--- config.mk ---
export PLATFORM = sky130hd
export DESIGN_NAME = cat_ctrl
export DESIGN_NICKNAME = d
export VERILOG_FILES = /design/src/cat_pkg.sv /design/src/cat_fn_timer.sv /design/src/cat_ctrl.sv
export VERILOG_INCLUDE_DIRS = /design/src
export SDC_FILE = /design/constraint.sdc
export NUM_CORES = 1
export LEC_CHECK = 0
export BUFFER_PORTS_ARGS = -buffer_cell sky130_fd_sc_hd__buf_2
export CORE_UTILIZATION = 57
export CTS_CLUSTER_DIAMETER = 100
export DETAILED_ROUTE_END_ITERATION = 8
export GPL_ROUTABILITY_DRIVEN = 0
export PLACE_DENSITY = 0.77
export SLEW_MARGIN = 40
export SYNTH_ARGS = -nofsm -noshare
export SYNTH_HDL_FRONTEND = slang
export SYNTH_SLANG_ARGS = --single-unit
--- constraint.sdc ---
create_clock -name ref_clk -period 2.9 [get_ports ref_clk]
set_input_delay 0.58 -clock ref_clk [delete_from_list [all_inputs] [get_ports ref_clk]]
set_output_delay 0.58 -clock ref_clk [all_outputs]
set_load 0.03 [all_outputs]
--- src/cat_cfg.svh ---
// Constants for the cabinet alarm and timer control block.
// Assumes one 100 MHz clock; slow timing runs off a one-second tick.
// What this block does
// - Any active alarm lights lamp, sounds tone
// - New alarm: 30 s tone, then 2/5 s
// - Silence mutes 15 minutes, then ring-back
// - Eight alarm sources in fixed priority
// - Countdown starts when function keyed on
// - Running timer blinks lamp, steady otherwise
// - Expired countdown switches function off
// - Timer menu fast-blinks selected function lamp
// - Up/down edits quarter-hours, eight hours max
// - Bar shows duration: red, yellow, green
// - Concealed key stores setting, leaves menu
// - Password gates blower with 3-key sequence
// - Password menu fast-blinks red blower lamp
// - Mandatory option removes no-password, default B-H-B
// - Power-up blinks red lamp until keypress
// - Silence key exits every menu
`ifndef CAT_CFG_SVH
`define CAT_CFG_SVH

`define CAT_CLK_PERIOD_NS 10
`define CAT_TICK_NS 1_000_000_000
`define CAT_TICK_CYC (`CAT_TICK_NS / `CAT_CLK_PERIOD_NS)
`define CAT_FAST_DIV 8
`define CAT_CONT_S 30
`define CAT_RING_ON_S 2
`define CAT_RING_PER_S 5
`define CAT_MUTE_MIN 15
`define CAT_MUTE_S (`CAT_MUTE_MIN * 60)
`define CAT_STEP_MIN 15
`define CAT_MAX_MIN 480
`define CAT_MAX_STEPS (`CAT_MAX_MIN / `CAT_STEP_MIN)
`define CAT_STEP_S (`CAT_STEP_MIN * 60)
`define CAT_NUM_FN 4
`define CAT_FN_BLOWER 3
`define CAT_K_BLOWER 0
`define CAT_K_HIDDEN 1
`define CAT_K_LIGHT 2
`define CAT_K_UV 3
`define CAT_K_OUTLET 4
`define CAT_K_SILENCE 5
`define CAT_K_UP 6
`define CAT_K_DOWN 7
`define CAT_ITEM_PW 4
`define CAT_PW_LAST 8
`define CAT_PW_DEFAULT 6

`endif

--- src/cat_pkg.sv ---
// Types shared by the cabinet alarm and timer control block.
// Assumes constants come from cat_cfg.svh.
package cat_pkg;
   typedef logic [7:0] cat_keys_t;
   typedef logic [6:0] cat_src_t;
   typedef logic [3:0] cat_code_t;
   typedef logic [3:0] cat_fn_t;
   typedef logic [7:0] cat_bar_t;
   typedef enum logic [1:0] {AL_IDLE, AL_CONT, AL_RING, AL_MUTE}
      cat_alarm_st_t;
   typedef enum logic [1:0] {M_RUN, M_TIMER, M_PASS} cat_menu_t;
endpackage : cat_pkg

--- src/cat_fn_timer.sv ---
// One function's countdown, in seconds, loaded from quarter-hour steps.
// Assumes tick is a one-cycle pulse once per second on ref_clk.
`timescale 1ns/10ps
`include "cat_cfg.svh"
module cat_fn_timer #(
   parameter int STEP_W = 6,
   parameter int SEC_W = 15
) (
   input wire logic ref_clk,
   input wire logic arst_n,
   input wire logic tick,
   input wire logic start,
   input wire logic stop,
   input wire logic [STEP_W-1:0] dur_steps,
   output logic running,
   output logic expire
);
   import cat_pkg::*;

   logic [SEC_W-1:0] rem_q;
   logic [SEC_W-1:0] rem_d;
   logic [SEC_W-1:0] load_w;

   assign load_w = SEC_W'(dur_steps * `CAT_STEP_S);
   assign running = (rem_q != '0);
   assign expire = tick && (rem_q == SEC_W'(1)) && !start && !stop;

   always_comb begin
      rem_d = rem_q;
      if (start) begin
         rem_d = load_w;
      end else if (stop) begin
         rem_d = '0;
      end else if (tick && running) begin
         rem_d = rem_q - 1'b1;
      end
   end

   always_ff @(posedge ref_clk or negedge arst_n) begin
      if (!arst_n) begin
         rem_q <= '0;
      end else begin
         rem_q <= rem_d;
      end
   end
endmodule : cat_fn_timer

--- src/cat_ctrl.sv ---
// Front-panel alarm, silence, countdown and password control.
// Assumes keys, sensors and straps are asynchronous pins, active high.
`timescale 1ns/10ps
`include "cat_cfg.svh"
module cat_ctrl #(
   parameter int TICK_CYC = `CAT_TICK_CYC
) (
   input wire logic ref_clk,
   input wire logic arst_n,
   input wire cat_pkg::cat_keys_t key_pin,
   input wire cat_pkg::cat_src_t src_pin,
   input wire logic menu_req_pin,
   input wire logic [2:0] menu_item_pin,
   input wire logic pw_mand_pin,
   output logic alarm_lamp,
   output logic alarm_tone,
   output cat_pkg::cat_code_t alarm_code,
   output cat_pkg::cat_fn_t fn_out,
   output cat_pkg::cat_fn_t fn_lamp,
   output logic blower_red_lamp,
   output logic bar_red,
   output logic bar_yellow,
   output cat_pkg::cat_bar_t bar_green
);
   import cat_pkg::*;

   localparam int TICK_W = $clog2(TICK_CYC);
   localparam int FAST_CYC = TICK_CYC / `CAT_FAST_DIV;
   localparam int FAST_W = $clog2(FAST_CYC);

   function automatic logic [5:0] f_step(input logic [5:0] v,
      input logic up, input logic dn, input logic [5:0] lo,
      input logic [5:0] hi);
      logic [5:0] r;
      r = v;
      if (up && v < hi) begin
         r = v + 6'h01;
      end else if (dn && v > lo) begin
         r = v - 6'h01;
      end
      return r;
   endfunction : f_step

   function automatic cat_code_t f_prio(input logic [7:0] v);
      cat_code_t c;
      c = 4'h0;
      for (int i = 0; i < 8; i++) begin
         if (v[i]) begin
            c = 4'(8 - i);
         end
      end
      return c;
   endfunction : f_prio

   // ---------------------------------------------------------------
   // Pin synchronisers and key edges
   // ---------------------------------------------------------------
   logic [19:0] sync1_q;
   logic [19:0] sync2_q;
   logic [8:0] prev_q;
   cat_keys_t keys_s;
   cat_keys_t press_w;
   cat_src_t src_s;
   logic menu_go_w;
   logic [2:0] item_s;
   logic mand_s;
   logic any_press_w;

   assign keys_s = sync2_q[7:0];
   assign src_s = sync2_q[14:8];
   assign item_s = sync2_q[18:16];
   assign mand_s = sync2_q[19];
   assign press_w = keys_s & ~prev_q[7:0];
   assign menu_go_w = sync2_q[15] & ~prev_q[8];
   assign any_press_w = |press_w;

   always_ff @(posedge ref_clk or negedge arst_n) begin
      if (!arst_n) begin
         sync1_q <= 20'h0_0000;
         sync2_q <= 20'h0_0000;
         prev_q <= 9'h000;
      end else begin
         sync1_q <= {pw_mand_pin, menu_item_pin, menu_req_pin, src_pin,
                     key_pin};
         sync2_q <= sync1_q;
         prev_q <= {sync2_q[15], sync2_q[7:0]};
      end
   end

   // ---------------------------------------------------------------
   // Time base
   // ---------------------------------------------------------------
   logic [TICK_W-1:0] pre_q;
   logic [FAST_W-1:0] fast_cnt_q;
   logic tick_q;
   logic slow_q;
   logic fast_q;

   always_ff @(posedge ref_clk or negedge arst_n) begin
      if (!arst_n) begin
         pre_q <= '0;
         tick_q <= 1'b0;
         slow_q <= 1'b0;
         fast_cnt_q <= '0;
         fast_q <= 1'b0;
      end else begin
         tick_q <= (pre_q == TICK_W'(TICK_CYC - 1));
         pre_q <= (pre_q == TICK_W'(TICK_CYC - 1)) ? '0 : pre_q + 1'b1;
         slow_q <= slow_q ^ tick_q;
         fast_cnt_q <= (fast_cnt_q == FAST_W'(FAST_CYC - 1)) ? '0 :
                       fast_cnt_q + 1'b1;
         fast_q <= fast_q ^ (fast_cnt_q == FAST_W'(FAST_CYC - 1));
      end
   end

   // ---------------------------------------------------------------
   // Alarm sources and tone cadence
   // ---------------------------------------------------------------
   logic por_q;
   logic [7:0] all_w;
   logic [7:0] all_prev_q;
   logic any_w;
   logic new_w;
   logic tone_w;
   cat_alarm_st_t al_q;
   cat_alarm_st_t al_d;
   logic [9:0] sec_q;
   logic [9:0] sec_d;

   assign all_w = {src_s[6:5], por_q, src_s[4:0]};
   assign any_w = |all_w;
   assign new_w = |(all_w & ~all_prev_q);
   assign tone_w = (al_q == AL_CONT) ||
                   (al_q == AL_RING && sec_q < 10'(`CAT_RING_ON_S));

   always_comb begin
      al_d = al_q;
      sec_d = sec_q;
      if (!any_w) begin
         al_d = AL_IDLE;
         sec_d = 10'h000;
      end else if (new_w) begin
         al_d = AL_CONT;
         sec_d = 10'h000;
      end else if (press_w[`CAT_K_SILENCE]) begin
         al_d = AL_MUTE;
         sec_d = 10'h000;
      end else if (tick_q) begin
         sec_d = sec_q + 10'h001;
         case (al_q)
            AL_CONT: begin
               if (sec_q == 10'(`CAT_CONT_S - 1)) begin
                  al_d = AL_RING;
                  sec_d = 10'h000;
               end
            end
            AL_RING: begin
               if (sec_q == 10'(`CAT_RING_PER_S - 1)) begin
                  sec_d = 10'h000;
               end
            end
            AL_MUTE: begin
               if (sec_q == 10'(`CAT_MUTE_S - 1)) begin
                  al_d = AL_RING;
                  sec_d = 10'h000;
               end
            end
            default: begin
               al_d = AL_CONT;
               sec_d = 10'h000;
            end
         endcase
      end
   end

   always_ff @(posedge ref_clk or negedge arst_n) begin
      if (!arst_n) begin
         al_q <= AL_IDLE;
         sec_q <= 10'h000;
         all_prev_q <= 8'h00;
         por_q <= 1'b1;
      end else begin
         al_q <= al_d;
         sec_q <= sec_d;
         all_prev_q <= all_w;
         if (any_press_w) begin
            por_q <= 1'b0;
         end
      end
   end

   // ---------------------------------------------------------------
   // Menus, timers and blower password
   // ---------------------------------------------------------------
   cat_menu_t menu_q;
   cat_menu_t menu_d;
   logic [1:0] item_q;
   logic [5:0] edit_q;
   logic [5:0] edit_d;
   logic [5:0] dur_q [`CAT_NUM_FN];
   logic [3:0] pw_idx_q;
   logic [2:0] seq_q;
   logic [1:0] seq_n_q;
   cat_fn_t on_q;
   cat_fn_t tgl_w;
   cat_fn_t run_w;
   cat_fn_t exp_w;
   logic run_mode_w;
   logic bh_w;
   logic match_w;
   logic blow_tgl_w;
   logic st_tim_w;
   logic st_pw_w;
   logic [5:0] pw_lo_w;

   assign run_mode_w = (menu_q == M_RUN);
   assign bh_w = run_mode_w &&
                 (press_w[`CAT_K_BLOWER] || press_w[`CAT_K_HIDDEN]);
   assign match_w = bh_w && seq_n_q == 2'h2 &&
                    {seq_q[1:0], press_w[`CAT_K_BLOWER]} ==
                    3'(pw_idx_q - 4'h1);
   assign blow_tgl_w = (pw_idx_q == 4'h0) ?
                       run_mode_w && press_w[`CAT_K_BLOWER] : match_w;
   assign tgl_w = run_mode_w ? {blow_tgl_w, press_w[`CAT_K_UV],
      press_w[`CAT_K_LIGHT], press_w[`CAT_K_OUTLET]} : 4'h0;
   assign st_tim_w = menu_q == M_TIMER && press_w[`CAT_K_HIDDEN];
   assign st_pw_w = menu_q == M_PASS && press_w[`CAT_K_HIDDEN];
   assign pw_lo_w = mand_s ? 6'h01 : 6'h00;

   for (genvar f = 0; f < `CAT_NUM_FN; f++) begin : g_fn
      cat_fn_timer u_tim (
         .ref_clk(ref_clk),
         .arst_n(arst_n),
         .tick(tick_q),
         .start(tgl_w[f] & ~on_q[f]),
         .stop(tgl_w[f] & on_q[f]),
         .dur_steps(dur_q[f]),
         .running(run_w[f]),
         .expire(exp_w[f])
      );
   end

   always_comb begin
      menu_d = menu_q;
      edit_d = edit_q;
      if (!run_mode_w && press_w[`CAT_K_SILENCE]) begin
         menu_d = M_RUN;
      end else begin
         case (menu_q)
            M_RUN: begin
               if (menu_go_w && item_s < 3'(`CAT_ITEM_PW)) begin
                  menu_d = M_TIMER;
                  edit_d = dur_q[item_s[1:0]];
               end else if (menu_go_w && item_s == 3'(`CAT_ITEM_PW)) begin
                  menu_d = M_PASS;
                  edit_d = {2'h0, pw_idx_q};
               end
            end
            M_TIMER: begin
               edit_d = f_step(edit_q, press_w[`CAT_K_UP],
                  press_w[`CAT_K_DOWN], 6'h00, 6'(`CAT_MAX_STEPS));
               menu_d = st_tim_w ? M_RUN : M_TIMER;
            end
            M_PASS: begin
               edit_d = f_step(edit_q, press_w[`CAT_K_UP],
                  press_w[`CAT_K_DOWN], pw_lo_w, 6'(`CAT_PW_LAST));
               menu_d = st_pw_w ? M_RUN : M_PASS;
            end
            default: menu_d = M_RUN;
         endcase
      end
   end

   always_ff @(posedge ref_clk or negedge arst_n) begin
      if (!arst_n) begin
         menu_q <= M_RUN;
         item_q <= 2'h0;
         edit_q <= 6'h00;
         pw_idx_q <= 4'h0;
         seq_q <= 3'h0;
         seq_n_q <= 2'h0;
         on_q <= 4'h0;
         for (int i = 0; i < `CAT_NUM_FN; i++) begin
            dur_q[i] <= 6'h00;
         end
      end else begin
         menu_q <= menu_d;
         edit_q <= edit_d;
         if (run_mode_w && menu_go_w) begin
            item_q <= item_s[1:0];
         end
         if (st_tim_w) begin
            dur_q[item_q] <= edit_q;
         end
         if (st_pw_w) begin
            pw_idx_q <= edit_q[3:0];
         end else if (mand_s && pw_idx_q == 4'h0) begin
            pw_idx_q <= 4'(`CAT_PW_DEFAULT);
         end
         if (bh_w) begin
            seq_q <= {seq_q[1:0], press_w[`CAT_K_BLOWER]};
            seq_n_q <= match_w ? 2'h0 :
                       (seq_n_q == 2'h2 ? 2'h2 : seq_n_q + 2'h1);
         end
         on_q <= (on_q ^ tgl_w) & ~exp_w;
      end
   end

   // ---------------------------------------------------------------
   // Output registers
   // ---------------------------------------------------------------
   cat_fn_t lamp_w;
   logic [3:0] hours_w;

   assign hours_w = edit_q[5:2];
   for (genvar f = 0; f < `CAT_NUM_FN; f++) begin : g_lamp
      // blink while counting; fast when selected
      assign lamp_w[f] = (menu_q == M_TIMER && item_q == 2'(f)) ? fast_q :
                         on_q[f] & (run_w[f] ? slow_q : 1'b1);
   end

   always_ff @(posedge ref_clk or negedge arst_n) begin
      if (!arst_n) begin
         alarm_lamp <= 1'b0;
         alarm_tone <= 1'b0;
         alarm_code <= 4'h0;
         fn_out <= 4'h0;
         fn_lamp <= 4'h0;
         blower_red_lamp <= 1'b0;
         bar_red <= 1'b0;
         bar_yellow <= 1'b0;
         bar_green <= 8'h00;
      end else begin
         // steady for real sources, blink power-up
         alarm_lamp <= (|src_s) | (por_q & slow_q);
         alarm_tone <= tone_w;
         alarm_code <= f_prio(all_w);
         fn_out <= on_q;
         fn_lamp <= lamp_w;
         blower_red_lamp <= (menu_q == M_PASS) & fast_q;
         bar_red <= (menu_q == M_TIMER) & edit_q[0];
         bar_yellow <= (menu_q == M_TIMER) & edit_q[1];
         for (int i = 0; i < 8; i++) begin
            bar_green[i] <= (menu_q == M_TIMER) && (hours_w > 4'(i));
         end
      end
   end
endmodule : cat_ctrl

==> flow_metrics.env <==
export IMPL_status="completed"
export IMPL_netlist_area_um2=14000
export IMPL_via_per_inst=5.86
export IMPL_synthFlopType="dfrtp_1"
export IMPL_ios=47
export IMPL_syn_inst=1362
export IMPL_die_area_um2=25100
export IMPL_clock_path_buffers=3
export IMPL_wire_per_inst_um=17.2
export IMPL_antenna_found_initial=0
export IMPL_dp_hpwl_um=21700
export IMPL_drt_wl_total_um=30900
export IMPL_rsz0062_at_grt="true"
export IMPL_h_tree_depth=1
export IMPL_arrival_ps=3320
export IMPL_numCtsBuffers=27
export IMPL_grt_total_usage=0.249
export IMPL_die_width_um=159
export IMPL_grt_pass1_vias=10196
export IMPL_cp_required_ps=3320
export IMPL_seq_area_frac_synth=0.457
export IMPL_fin_crit_ps=2900
export IMPL_final_hold_violation_count=0
export IMPL_cp_start_kind="register"
export IMPL_swShare=0.374
export IMPL_cts_tree="yes"
export IMPL_via_count=10531
export IMPL_max_stage_delay_ps=490
export IMPL_max_vdd_ir_drop_uv=503
export IMPL_multi_input_area_um2=7320
export IMPL_setup_viol=0
export IMPL_rows=56
export IMPL_ys_ff_latch=255
export IMPL_first_pass_iters=5
export IMPL_p_seq_frac=0.336
export IMPL_cellPowerDensity_nw_per_um2=884
export IMPL_first_iter_violations=770
export IMPL_path_class="reg -> reg"
export IMPL_nFillCells=1676
export IMPL_r2r_end="g_fn[2].u_tim.rem_q[14]"
export IMPL_intPower_mw=8.91
export IMPL_drive_gt1_frac=0.158
export IMPL_core_um2=23800
export IMPL_period_share=0.999
export IMPL_hold_buffers=0
export IMPL_clk_latency_ps=540
export IMPL_rrSetupSlack_ps=4
export IMPL_path_cells="ha_1, ha_1, fa_1, ha_1, a211oi_2, o21bai_1, a21oi_2, xnor2_2, a211oi_2, a211oi_2"
export IMPL_p_leak_nw=7.72
export IMPL_dp_cells=1734
export IMPL_crit_buf_inv=0
export IMPL_max_freq_mhz=345
export IMPL_drv_slew=0
export IMPL_worstReg2RegStart="dur_q[10]"
export IMPL_io_buffers=46
export IMPL_path_clk_slew_ps=70
export IMPL_crit_family="adder cells"
export IMPL_ff_latch_area_um2=6390
export IMPL_fin_skew_ps=11.8
export IMPL_syn_nets=1516
export IMPL_ant_nets=0
export IMPL_syn_to_final_growth_pct=15.2
export IMPL_drc=0
export IMPL_r2r_cells=10
export IMPL_pwr_share_clk=0.259
export IMPL_power_switching_mw=5.33
export IMPL_cp_max_fo=4
export IMPL_synthArstFlopShare=1.00
export IMPL_antenna_cells=0
export IMPL_postSynthAreaPerCell_um2=10.3
export IMPL_final_cells=1797
export IMPL_ys_warn_count=0
export IMPL_clkSinkCount=255
export IMPL_ys_types=83
export IMPL_min_path_type="in -> async"
export IMPL_worst_hold_slack_ps=5.68
export IMPL_cts_root_buf="clkbuf_16"
export IMPL_start_util=0.588
export IMPL_cap_violations=0
export IMPL_slew_headroom=0.553
export IMPL_synth_edff_count=0
export IMPL_grt_pass1_wl_um=49700
export IMPL_grt_max_degree=61
export IMPL_gr_total_overflow=0
export IMPL_cp_end_kind="register"
export IMPL_combPwrFrac=0.405
export IMPL_nets=1612
export IMPL_tightest_slew_ps=664
export IMPL_cp_slowest_cell="fa_1"
export IMPL_fp_dieH_um=159
registers in the layout, indices dropped and copies added (netlist names), 2 cells and up:
name,count
menu_q,2
fn_lamp,4
pw_idx_q,4
seq_n_q,2
item_q,2
all_prev_q,8
fast_cnt_q,24
dur_q,24
prev_q,9
edit_q,6
fn_out,4
g_fn.u_tim.rem_q,60
pre_q,27
on_q,4
seq_q,2
sec_q,10
alarm_code,4
sync1_q,20
bar_green,8
al_q,2
sync2_q,20
power groups by stage:
stage	Sequential (mW)	Combinational [mW]	Clock [mW]
2_1_floorplan	4.82	3.59	0
3_3_place_gp	4.79	5.00	0
3_5_place_dp	4.83	5.16	0
4_1_cts	4.77	5.28	3.74
5_1_grt	4.87	6.37	3.87
6_report	4.79	5.77	3.68
layout by cell type (no fill, tap or decap), types with 6 or more instances in the layout:
cell type and count:
buf_4 56, or3_1 6, clkbuf_16 27, nor2b_1 12, xor2_1 54, nor3_1 23
mux2_2 15, nand3_1 38, a22oi_1 6, nand2_1 137, a211oi_1 12, nor4_1 21
dfrtp_1 249, fa_1 19, nand3b_1 6, mux4_2 6, and3_1 20, or2_2 6
nand4_1 24, and2_1 11, o211ai_1 10, ha_1 98, ha_4 12, o31ai_1 8
a31oi_1 8, o21ai_0 77, nand2b_1 14, a21o_1 11, buf_2 45, xnor2_1 55
nor2_1 111, a21oi_1 46, nor3b_1 7, inv_1 83
timing repair:
item | in CTS | in global routing
endpoints found under the setup margin | 2 | 13
pin swaps | 4 | 8
setup buffers | 3 | 11
resized for setup | 3 | 33
synth_stat cells, types with 7 or more instances:
cell	instances	area (µm²)
xor2_1	54	473
a21oi_1	48	240
o21ai_0	80	400
dfrtp_1	254	6360
nor4_1	22	138
nor3_1	23	115
and3_1	20	125
and2_1	11	68.8
nor2_1	111	417
nand3_1	38	190
a211oi_1	16	120
xnor2_1	56	490
nand2b_1	14	87.6
inv_1	85	319
nand4_1	24	150
o31ai_1	8	60.1
nand2_1	137	514
nor2b_1	14	87.6
mux2_2	15	169
fa_1	20	400
o211ai_1	10	75.1
ha_1	112	1400
clkbuf_1	30	113
a31oi_1	8	50.1
nor3b_1	7	52.6
a21o_1	11	82.6
routing by layer:
metal  wire, µm  up-vias  GRT usage
met3       1780       60     0.0397
met5          0        -          0
met2      14900      300      0.410
met4        781        0     0.0801
li1           -     4963          -
met1      13400     5208      0.339
cell type report:
type                       instances  share of cell area
clock buffer                      32              0.0450
clock inverter                    17              0.0144
inverter                          85              0.0198
multi-input combinational        984               0.455
sequential                       255               0.397
tap                              319              0.0248
timing repair buffer             105              0.0447
logic make-up after synthesis:
family	after synthesis	share of synthesized area
buffers and inverters	123	0.0343
adders and majority gates	132	0.129
xor gates and xnor gates	110	0.0689
AOI/OAI and AO/OA	249	0.115
DFF	255	0.457
muxes	25	0.0246
and+or+nand+nor	468	0.172
worst max-delay path by stage:
stage                     cells past startpoint                 endpoint  startpoint
after detailed placement                     10  g_fn[3].u_tim.rem_q[12]    dur_q[3]
final                                        10  g_fn[2].u_tim.rem_q[14]   dur_q[10]
after global routing                         10  g_fn[2].u_tim.rem_q[14]   dur_q[10]
after global placement                       10  g_fn[2].u_tim.rem_q[14]    dur_q[9]
after CTS                                    11  g_fn[1].u_tim.rem_q[12]   dur_q[15]
after floorplan                              11  g_fn[1].u_tim.rem_q[13]   dur_q[12]
stage by stage:
step	power, mW	worst slack (ps)	instance area [µm²]	setup TNS, ps	utilization
floorplan	8.41	101	14000	0	-
finish	14.2	3.52	16100	0	0.678
global placement	9.79	91.3	14800	0	0.625
detailed placement	9.99	-57.6	14800	-88.0	0.625
CTS	13.8	3.57	15800	0	0.667
global route	15.1	-131	16100	-351	0.678
Note: power is estimated with default switching activity, not from simulation.
